### src/include/clkcfg_pkg.sv
/*
 * Package for the clock generator configuration slice at bytes 1ah..21h:
 * byte offsets, reset values, field positions, struct carriers and modes.
 * Assumes the serial management block delivers a byte address, write
 * strobe and data on the same clock as this slice.
 */
package clkcfg_pkg;

  // byte offsets
  localparam logic [7:0] ADDR_REF_DIV = 8'h1a;
  localparam logic [7:0] ADDR_OUT_DIV = 8'h1b;
  localparam logic [7:0] ADDR_PLL_OP = 8'h1c;
  localparam logic [7:0] ADDR_SUPPLY = 8'h1d;
  localparam logic [7:0] ADDR_PIN_FREQ = 8'h1e;
  localparam logic [7:0] ADDR_LOOP_CTL = 8'h1f;
  localparam logic [7:0] ADDR_FREQ_EN = 8'h20;
  localparam logic [7:0] ADDR_OUT3_CTL = 8'h21;
  localparam int NUM_REGS = 8;

  // reset values; reserved bits with no printed default reset to zero
  localparam logic [7:0] RST_REF_DIV = 8'h1a;
  localparam logic [7:0] RST_OUT_DIV = 8'h23;
  localparam logic [7:0] RST_PLL_OP = 8'h0c;
  localparam logic [7:0] RST_SUPPLY = 8'h00;
  localparam logic [7:0] RST_PIN_FREQ = 8'h88;
  localparam logic [7:0] RST_LOOP_CTL = 8'h84;
  localparam logic [7:0] RST_FREQ_EN = 8'hc0;
  localparam logic [7:0] RST_OUT3_CTL = 8'h80;

  // field positions
  localparam int BIT_DOUBLER = 7;
  localparam int BIT_BYP_ONE = 6;
  localparam int BIT_BYP_TWO = 5;
  localparam int REF_DIV_MSB = 4;
  localparam int BIT_FINE_RES = 7;
  localparam int BIT_REF_SRC = 6;
  localparam int BIT_SUPPLY = 2;
  localparam int BIT_FIRST_OUTPUT_ENABLE = 7;
  localparam int PIN_SEL_LSB = 5;
  localparam int BIT_OUT2_STOP = 7;
  localparam int BIT_LOOP_ORDER = 2;
  localparam int BIT_DIV5_SRC = 1;
  localparam int BIT_EXTRA_POLE = 0;
  localparam int BIT_OUT2_INDEP = 6;
  localparam int BIT_DYNAMIC_FREQ_SWITCH_ENABLE = 4;
  localparam int BIT_OUT3_STOP = 7;

  // reference divider range
  localparam logic [6:0] REF_DIV_MIN = 7'h03;
  localparam logic [6:0] REF_DIV_MAX = 7'h40;
  localparam int FINE_SHIFT = 4;

  typedef enum logic [1:0] {
    PIN_OUT1_OE,
    PIN_POWERDOWN_N,
    PIN_POWER_SAVE_OUT,
    PIN_FREQ_SELECT
  } pin_mode_t;

  typedef struct packed {
    logic doubler_en;
    logic bypass_one;
    logic bypass_two;
    logic [6:0] divide_value;
    logic divide_ok;
  } ref_path_t;

  typedef struct packed {
    logic [3:0] prescale;
    logic [3:0] postscale;
    logic [6:0] total;
  } out_div_t;

  typedef struct packed {
    logic [2:0] run;
    logic [2:0] lock_use;
  } loop_power_t;

  typedef struct packed {
    logic fine_res;
    logic [2:0] step_shift;
    logic ref_from_second_output_divider;
    logic third_order;
    logic extra_pole;
    logic fifth_src_seed;
  } loop_ctl_t;

  typedef struct packed {
    logic out1_enable;
    logic out2_enable;
    logic out3_enable;
    logic out2_stoppable;
    logic out3_stoppable;
    logic supply_low;
    logic [1:0] freq_set;
    logic powerdown;
    logic power_save_out;
  } out_ctl_t;

endpackage : clkcfg_pkg

### src/verilog/clkcfg_regs.sv
/*
 * Configuration register slice, bytes 1ah..21h, and the decode of its
 * fields into control words for the dividers, loops and outputs.
 * Assumes a byte-wide register port from the serial management logic on
 * the same clock, and the multifunction pin arriving asynchronously.
 */
`timescale 1ns/10ps

module clkcfg_regs #(
  parameter int NUM_LOOPS = 3
) (
  // clock and reset
  input wire logic clock,
  input wire logic rst,
  // register port
  input wire logic [7:0] reg_addr,
  input wire logic reg_wr,
  input wire logic [7:0] reg_wdata,
  output logic [7:0] reg_rdata,
  output logic reg_hit,
  // multifunction pin, three signals
  input wire logic multifunction_enable_pin_in,
  output logic multifunction_enable_pin_out,
  output logic multifunction_enable_pin_oe,
  // second frequency select input from elsewhere on chip
  input wire logic freq_select_input_one,
  // decoded controls
  output clkcfg_pkg::ref_path_t ref_path,
  output clkcfg_pkg::out_div_t third_out_divide_field,
  output clkcfg_pkg::out_div_t fourth_out_divide_field,
  output clkcfg_pkg::loop_power_t loop_power,
  output clkcfg_pkg::loop_ctl_t loop_ctl,
  output clkcfg_pkg::out_ctl_t out_ctl,
  output clkcfg_pkg::pin_mode_t pin_mode
);

  initial begin
    if (NUM_LOOPS != 3) begin
      $error("clkcfg_regs serves exactly three loops");
    end
  end

  localparam logic [7:0] RST_VALS [clkcfg_pkg::NUM_REGS] = '{
    clkcfg_pkg::RST_REF_DIV, clkcfg_pkg::RST_OUT_DIV,
    clkcfg_pkg::RST_PLL_OP, clkcfg_pkg::RST_SUPPLY,
    clkcfg_pkg::RST_PIN_FREQ, clkcfg_pkg::RST_LOOP_CTL,
    clkcfg_pkg::RST_FREQ_EN, clkcfg_pkg::RST_OUT3_CTL};

  logic [7:0] regs_ff [clkcfg_pkg::NUM_REGS];
  logic pin_meta_ff;
  logic pin_sync_ff;
  logic [2:0] idx;
  logic in_range;

  // prescale 1,2,4,8 times postscale 1,3,5,10
  function automatic clkcfg_pkg::out_div_t decode_div(input logic [3:0] f);
    clkcfg_pkg::out_div_t d;
    d = '0;
    d.prescale = 4'h1 << f[3:2];
    unique case (f[1:0])
      2'h0: d.postscale = 4'h1;
      2'h1: d.postscale = 4'h3;
      2'h2: d.postscale = 4'h5;
      2'h3: d.postscale = 4'ha;
    endcase
    d.total = 7'(d.prescale * d.postscale);
    return d;
  endfunction : decode_div

  assign in_range = (reg_addr >= clkcfg_pkg::ADDR_REF_DIV) &&
                    (reg_addr <= clkcfg_pkg::ADDR_OUT3_CTL);
  assign idx = 3'(reg_addr - clkcfg_pkg::ADDR_REF_DIV);
  assign reg_hit = in_range;

  // whole bytes stored; reserved bits hold whatever software writes back
  always_ff @(posedge clock) begin
    if (rst) begin
      for (int i = 0; i < clkcfg_pkg::NUM_REGS; i++) begin
        regs_ff[i] <= RST_VALS[i];
      end
    end else if (reg_wr && in_range) begin
      regs_ff[idx] <= reg_wdata;
    end
  end

  // read data registered; unmapped addresses read zero
  always_ff @(posedge clock) begin
    if (rst) begin
      reg_rdata <= '0;
    end else begin
      reg_rdata <= in_range ? regs_ff[idx] : 8'h00;
    end
  end

  // pin crosses in through two flops
  always_ff @(posedge clock) begin
    if (rst) begin
      pin_meta_ff <= 1'b0;
      pin_sync_ff <= 1'b0;
    end else begin
      pin_meta_ff <= multifunction_enable_pin_in;
      pin_sync_ff <= pin_meta_ff;
    end
  end

  logic [7:0] r_ref;
  logic [7:0] r_div;
  logic [7:0] r_op;
  logic [7:0] r_pin;
  logic [7:0] r_loop;
  logic [7:0] r_fen;
  logic [6:0] raw_div;
  logic dfc_on;
  logic all_loops_down;
  logic out1_oe_allow;
  logic [1:0] nxt_freq;
  clkcfg_pkg::out_ctl_t nxt_out;

  assign r_ref = regs_ff[0];
  assign r_div = regs_ff[1];
  assign r_op = regs_ff[2];
  assign r_pin = regs_ff[4];
  assign r_loop = regs_ff[5];
  assign r_fen = regs_ff[6];
  assign pin_mode = clkcfg_pkg::pin_mode_t'(r_pin[clkcfg_pkg::PIN_SEL_LSB+:2]);
  assign dfc_on = r_fen[clkcfg_pkg::BIT_DYNAMIC_FREQ_SWITCH_ENABLE];

  // zero field means 32, giving the 1..32 span
  assign raw_div = (r_ref[clkcfg_pkg::REF_DIV_MSB:0] == 5'h00) ? 7'h20 :
                   {2'b00, r_ref[clkcfg_pkg::REF_DIV_MSB:0]};

  always_comb begin
    ref_path = '0;
    ref_path.doubler_en = r_ref[clkcfg_pkg::BIT_DOUBLER];
    ref_path.bypass_one = r_ref[clkcfg_pkg::BIT_BYP_ONE];
    ref_path.bypass_two = r_ref[clkcfg_pkg::BIT_BYP_TWO];
    ref_path.divide_value = raw_div;
    ref_path.divide_ok = (raw_div >= clkcfg_pkg::REF_DIV_MIN) &&
                         (raw_div <= clkcfg_pkg::REF_DIV_MAX);
  end

  assign third_out_divide_field = decode_div(r_div[7:4]);
  assign fourth_out_divide_field = decode_div(r_div[3:0]);

  // run bits at odd positions, lock-use at even
  for (genvar g = 0; g < NUM_LOOPS; g++) begin : g_loop
    assign loop_power.run[g] = r_op[2*g+1];
    assign loop_power.lock_use[g] = r_op[2*g];
  end

  always_comb begin
    loop_ctl = '0;
    loop_ctl.fine_res = r_op[clkcfg_pkg::BIT_FINE_RES];
    loop_ctl.step_shift = loop_ctl.fine_res ?
      3'(clkcfg_pkg::FINE_SHIFT) : 3'h0;
    loop_ctl.ref_from_second_output_divider = r_op[clkcfg_pkg::BIT_REF_SRC];
    loop_ctl.third_order = r_loop[clkcfg_pkg::BIT_LOOP_ORDER];
    loop_ctl.extra_pole = r_loop[clkcfg_pkg::BIT_EXTRA_POLE];
    loop_ctl.fifth_src_seed = r_loop[clkcfg_pkg::BIT_DIV5_SRC];
  end

  assign all_loops_down = ~|loop_power.run;

  // pin enables the first output, and the second unless independent, only in enable mode
  assign out1_oe_allow = (pin_mode != clkcfg_pkg::PIN_OUT1_OE) || pin_sync_ff;

  always_comb begin
    nxt_out = '0;
    nxt_freq = r_pin[1:0];
    if (dfc_on && pin_mode == clkcfg_pkg::PIN_FREQ_SELECT) begin
      nxt_freq = {freq_select_input_one, pin_sync_ff};
    end
    nxt_out.freq_set = nxt_freq;
    nxt_out.powerdown = (pin_mode == clkcfg_pkg::PIN_POWERDOWN_N) &&
                        !pin_sync_ff;
    nxt_out.power_save_out = all_loops_down || nxt_out.powerdown;
    nxt_out.out1_enable = r_pin[clkcfg_pkg::BIT_FIRST_OUTPUT_ENABLE] && out1_oe_allow &&
                          !nxt_out.powerdown;
    nxt_out.out2_enable = !nxt_out.powerdown &&
      (r_fen[clkcfg_pkg::BIT_OUT2_INDEP] || out1_oe_allow);
    nxt_out.out3_enable = !nxt_out.powerdown;
    nxt_out.out2_stoppable = r_loop[clkcfg_pkg::BIT_OUT2_STOP];
    nxt_out.out3_stoppable = regs_ff[7][clkcfg_pkg::BIT_OUT3_STOP];
    nxt_out.supply_low = regs_ff[3][clkcfg_pkg::BIT_SUPPLY];
  end

  // outputs registered to keep pin glitches off the output gating
  always_ff @(posedge clock) begin
    if (rst) begin
      out_ctl <= '0;
    end else begin
      out_ctl <= nxt_out;
    end
  end

  // pin drives out only in power saving mode
  always_ff @(posedge clock) begin
    if (rst) begin
      multifunction_enable_pin_out <= 1'b0;
      multifunction_enable_pin_oe <= 1'b0;
    end else begin
      multifunction_enable_pin_out <= nxt_out.power_save_out;
      multifunction_enable_pin_oe <=
        (pin_mode == clkcfg_pkg::PIN_POWER_SAVE_OUT);
    end
  end

endmodule : clkcfg_regs

### config.mk
export PLATFORM = sky130hd
export DESIGN_NAME = clkcfg_regs
export DESIGN_NICKNAME = d
export VERILOG_FILES = /design/src/include/clkcfg_pkg.sv /design/src/verilog/clkcfg_regs.sv
export SDC_FILE = /design/constraint.sdc
export NUM_CORES = 1
export LEC_CHECK = 0
export BUFFER_PORTS_ARGS = -buffer_cell sky130_fd_sc_hd__clkbuf_2
export CELL_PAD_IN_SITES_DETAIL_PLACEMENT = 1
export CELL_PAD_IN_SITES_GLOBAL_PLACEMENT = 1
export CORE_MARGIN = 10
export CORE_UTILIZATION = 25
export CTS_CLUSTER_DIAMETER = 120
export DETAILED_ROUTE_END_ITERATION = 7
export PLACE_DENSITY_LB_ADDON = 0.08
export SETUP_SLACK_MARGIN = 0.02
export SLEW_MARGIN = 25
export SYNTH_ARGS = -nofsm -noshare
export SYNTH_HDL_FRONTEND = slang
export SYNTH_SLANG_ARGS = --single-unit
### constraint.sdc
create_clock -name clock -period 3.65 [get_ports clock]
set_input_delay 0.73 -clock clock [delete_from_list [all_inputs] [get_ports clock]]
set_output_delay 0.73 -clock clock [all_outputs]
set_load 0.02 [all_outputs]
### Yosys cells after proc, flatten, opt, wreduce, memory -nomap -nowiden

Memories as Yosys holds them, arrays and structs flattened. A register that Yosys moved wholly into a read port is not among the register bits.
Index checks and enable logic that the tools add are counted.

| cells by class | value |
|---|---|
| order comparisons | 4 |
| reduce and logical (&&, ||, !) cells | 21 |
| mux-type cells | 13 |
| add/subtract/negate cells | 1 |
| $mul | 2 |
| equal/unequal tests | 9 |
| bitwise gates (word level) | 1 |
| shift operators | 2 |

Operators by type and width:

| operator | number |
|---|---|
| 4-bit case mux with 4 select lines | 2 |
| 4-bit by 4-bit multiplier with 7-bit output | 2 |
| 2-bit equality test, second input constant | 6 |
| 8-bit by 5-bit >= comparator with 1-bit output, second input constant | 1 |
| 8-bit by 6-bit less-or-equal comparator with 1-bit output, second input constant | 1 |
| 1-bit logical AND | 8 |
| 8-bit 2-to-1 mux | 1 |
| 8-bit OR reduction | 1 |
| 1-bit by 2-bit << shifter with 4-bit output, first input constant | 2 |
| 6-bit by 7-bit less-or-equal comparator with 1-bit output, second input constant | 1 |
| 2-bit by 1-bit equality test with 1-bit output, second input constant | 3 |
| 6-bit by 2-bit >= comparator with 1-bit output, second input constant | 1 |
| 1-bit 2-to-1 mux | 6 |
| 3-bit 2-to-1 mux | 2 |
| 6-bit 2-to-1 mux | 1 |
| 5-bit logical NOT | 1 |
| 2-bit logical NOT | 2 |
| 1-bit logical NOT | 3 |
| 1-bit logical OR | 3 |
| 3-bit OR reduction | 1 |
| 3-bit by 2-bit subtractor with 3-bit output, second input constant | 1 |
| 2-bit 2-to-1 mux | 1 |
| 2-bit nonzero test | 1 |
| 2-bit OR reduction | 1 |
| 1-bit inverter | 1 |

| word-level totals | value |
|---|---|
| output and inout port bits | 78 |
| flip-flop bits (word level) | 11 |
| input port bits | 21 |
| bits in writable memories | 64 |
| memories | 1 |
| word-level logic and storage cells | 64 |

Memory list:

| name | depth | bits a word | rd ports | clocked after memory_dff | write ports | line | source |
|---|---|---|---|---|---|---|---|
| regs_ff | 8 | 8 | 9 | 3 | 8 | clkcfg_regs.sv:49 | `logic [7:0] regs_ff [clkcfg_pkg::NUM_REGS];` |

### Logic depth before layout (Yosys ltp)

| depth | value |
|---|---|
| depth in word-level cells | 8 |
| gate-level depth with buffers | 12 |
| depth with buffers taken out | 12 |

### Least setup slack after synthesis

No wires, ideal clock.

| path | value |
|---|---|
| kind | register to output |
| from | memory regs_ff[1][4] |
| to | output third_out_divide_field[6] (netlist name) |
| cell stages (with the launch flop) | 13 |
| data arrival time | 3.276 ns |
| buffers on the path | 1 |
| path slack | -0.356 ns |
| cells stage by stage | edfxtp_1 > and2_1 > clkbuf_1 > nand2_1 > fa_1 > inv_1 > fa_1 > inv_1 > fa_1 > inv_1 > a21o_1 > a21oi_1 > xnor2_1 |

RTL lines:

| element | line | source |
|---|---|---|
| start: declaration | clkcfg_regs.sv:49 |  |
| end: declaration | clkcfg_regs.sv:29 | `output clkcfg_pkg::out_div_t third_out_divide_field,` |

==> results.py <==
metrics = {
    "run_status": {
        "outcome": "finished with violations",
        "violations": "setup timing",
    },
    "global_routing": {
        "grt_max_degree": 23,
        "antenna_found_initial": 0,
        "grt-ovfl-total": 0,
        "grt_pass1_vias": 3643,
        "grt_util_all_layers_pct": 11.9,
        "grt_pass1_wl_mm": 22.1,
    },
    "critical_path": {
        "crit_slowest_cell": "fa_1",
        "reg2reg_depth": 6,
        "critPathKind": "flop to output pin",
        "r2r-end": "reg_rdata[3]",
        "worstSetupStartpointType": "flop",
        "worstPathRequired_ns": 2.92,
        "cp_max_fo": 3,
        "crit_start": "regs_ff[1][3]",
        "cp.depth": 11,
        "critical_path_arrival_ns": 3.16,
        "cp_top_family": "adder cells",
        "cp_cell_sequence": "buf_4 -> nor2b_4 -> nand2_2 -> fa_1 -> fa_1 -> inv_2 -> fa_2 -> a21o_1 -> a21oi_2 -> xnor2_2 -> clkbuf_8",
        "setup.worst_path.end": "fourth_out_divide_field[6]",
        "crit_path_max_incr_delay_ns": 0.53,
        "crit_buf_inv": 3,
        "regToRegSetupSlack_ns": 2.05,
        "endpoint_kind": "output pin",
        "cp_common_cell": "fa_1",
        "r2r_start": "regs_ff[1][3]",
    },
    "sta": {
        "hold_ws_ns": 0.440,
        "tns_ns": -1.01,
        "setup_ws_ns": -0.236,
        "grt_setup_unrepaired": "true",
        "min_period_ns": 3.89,
        "fin_skew_ns": 0.00560,
        "final-setup-viol-count": 7,
        "fmaxAchievable_mhz": 257,
        "slew_viol_final": 0,
        "max_slew_margin_pct": 59.0,
        "period_share_pct": 106,
        "tightest_slew_ns": 0.602,
        "hold_viol": 0,
    },
    "clock_tree": {
        "clk_latency_ns": 0.35,
        "h-tree-depth": 3,
        "cts.sinks": 85,
        "clk_path_buf_depth": 2,
        "cts_tree": "yes",
        "clkTransAtPathRegs_ns": 0.07,
        "holdBufCountCts": 0,
        "root_buffer": "clkbuf_16",
        "numCtsBuffers": 9,
    },
    "final_layout": {
        "nets": 562,
        "synthToLayoutAreaGrowth_pct": 30.9,
        "post-route-util_pct": 33.2,
        "n_antenna_cell": 0,
        "stdcell_count": 748,
        "drive_above_1_share_pct": 42.8,
        "final-seq-area_um2": 2340,
        "design_area_um2": 6190,
        "fillers": 2100,
        "multi_input_area_um2": 2280,
    },
    "floorplan": {
        "core_area_um2": 18600,
        "rows": 50,
        "dieWidth_um": 158,
        "initial_core_util_pct": 25.4,
        "dieArea_um2": 24800,
        "die_h_um": 158,
        "ioPinCount": 99,
    },
    "synth": {
        "syn_area_um2": 4730,
        "synth-main-ff-cell": "edfxtp_1",
        "synth.most_common_cell": "edfxtp_1",
        "synth_top_cell_by_area": "edfxtp_1",
        "synthTopCellsByCount": "edfxtp_1, and2_1, nor2_1",
        "yosysWarnings": 0,
        "synth-seq-cells": 85,
        "synthCells": 389,
        "avgSynthCellArea_um2": 12.2,
        "synth_edf_count": 64,
        "synthDistinctLibCells": 36,
        "synthArstFlopShare_pct": 0,
        "yosysTopAreaCellShare_pct": 40.7,
        "synth_area_leaders": "edfxtp_1, dfxtp_1, and2_1",
        "yosysSeqAreaShare_pct": 49.6,
    },
    "placed_design": {
        "portBuffers": 95,
        "dpl.hpwl_mm": 11.4,
        "dpl-instance-area_um2": 5680,
        "gp_congestion": 0.745,
        "place_inst": 724,
        "pre_cts_slack_ns": -0.123,
    },
    "route": {
        "wl_per_cell_um": 19.4,
        "dr.pass1.iters": 4,
        "drc": 0,
        "vias": 3279,
        "drt-initial-drc-count": 102,
        "final_antenna_net_count": 0,
        "routed_wl_mm": 14.5,
        "vias_per_cell": 4.38,
    },
    "power": {
        "switching_share_pct": 27.8,
        "power_leakage_nw": 2.68,
        "vdd_drop_max_v": 0.000220,
        "p_sw_mw": 0.680,
        "power_frac_comb_pct": 16.5,
        "clock_power_share_pct": 38.1,
        "p_int_mw": 1.77,
        "pwr-share-seq_pct": 45.4,
        "p_per_area_nw_per_um2": 396,
        "finalPower_mw": 2.45,
    },
    "worst_hold_path": {
        "hold_path_class": "flop to flop",
    },
    "flow_run": {
        "drv_cap": 0,
    },
}
## registers in the layout (all words and copies together), names as in the netlist
signal                        flops
multifunction_enable_pin_oe       1
regs_ff                          64
out_ctl                           9
multifunction_enable_pin_out      1
pin_meta_ff                       1
reg_rdata                         8
pin_sync_ff                       1
## layout by cell type, fill, tap and decap left out, drive strengths merged, types with 3 or more instances in the layout
cell | netlist | final
nor3 | 12 | 12
dfxtp | 21 | 21
clkbuf | 16 | 100
mux4 | 16 | 16
nor4b | 4 | 4
edfxtp | 64 | 64
buf | 17 | 50
a21oi | 7 | 7
nor2 | 28 | 28
inv | 22 | 26
nor2b | 7 | 7
and2 | 59 | 59
nand2b | 25 | 25
nor3b | 3 | 3
fa | 8 | 8
o21ai | 4 | 4
mux2i | 4 | 4
conb | 1 | 3
ha | 24 | 24
or2 | 8 | 8
xnor2 | 8 | 8
xor2 | 3 | 3
a21o | 4 | 4
nand2 | 17 | 17
## repair_timing
action / CTS / global route
pin swaps: 21 / 1
hold endpoints to repair: 0 / 0
endpoints found under the setup margin: 8 / 8
setup buffers: 8 / 0
gates resized for setup: 33 / 6
## cells by family (layout without fill, tap and decap cells)
group / after synthesis / in the layout / synth area share (%)
AOI/OAI and AO/OA: 15 / 15 / 1.80
xor gates and xnor gates: 11 / 11 / 2.04
adders and majority gates: 32 / 32 / 9.74
buffers and inverters: 55 / 178 / 5.56
DFF: 85 / 85 / 49.5
muxes: 20 / 20 / 8.73
other: 1 / 3 / 0.0793
and+or+nand+nor: 170 / 170 / 22.5
## worst min-delay path by stage
| stage | depth (start not counted) | startpoint | slack (ns) | end |
|---|---|---|---|---|
| 2_1_floorplan | 1 | pin_meta_ff | 0.41 | pin_sync_ff |
| 3_5_place_dp | 1 | pin_meta_ff | 0.43 | pin_sync_ff |
| 5_1_grt | 1 | pin_meta_ff | 0.47 | pin_sync_ff |
| 3_3_place_gp | 1 | pin_meta_ff | 0.43 | pin_sync_ff |
| 4_1_cts | 1 | pin_meta_ff | 0.45 | pin_sync_ff |
| 6_report | 1 | pin_meta_ff | 0.44 | pin_sync_ff |
## area by class of cell
cell class / instances / share of cell area, %
tap: 234 / 4.73
sequential: 85 / 37.9
multi-input combinational: 251 / 36.9
clock inverter: 6 / 0.829
timing repair buffer: 140 / 14.2
inverter: 22 / 1.42
clock buffer: 10 / 4.04
## per-layer routing
layer  GRT usage (%)  wire length, µm  vias up
met5               0                0        -
li1                -                -     1555
met3            2.78              649       15
met1            14.5             6510     1632
met4            3.74              182        0
met2            20.2             7140       77
## power by group through the flow
stage | Combinational, mW | Clock [mW] | Sequential, mW
after global routing | 0.440 | 1.00 | 1.12
after detailed placement | 0.377 | 0 | 1.14
after CTS | 0.411 | 0.965 | 1.11
after global placement | 0.375 | 0 | 1.13
after floorplan | 0.227 | 0 | 1.14
final | 0.403 | 0.933 | 1.11
(Power assumes the default switching activity.)
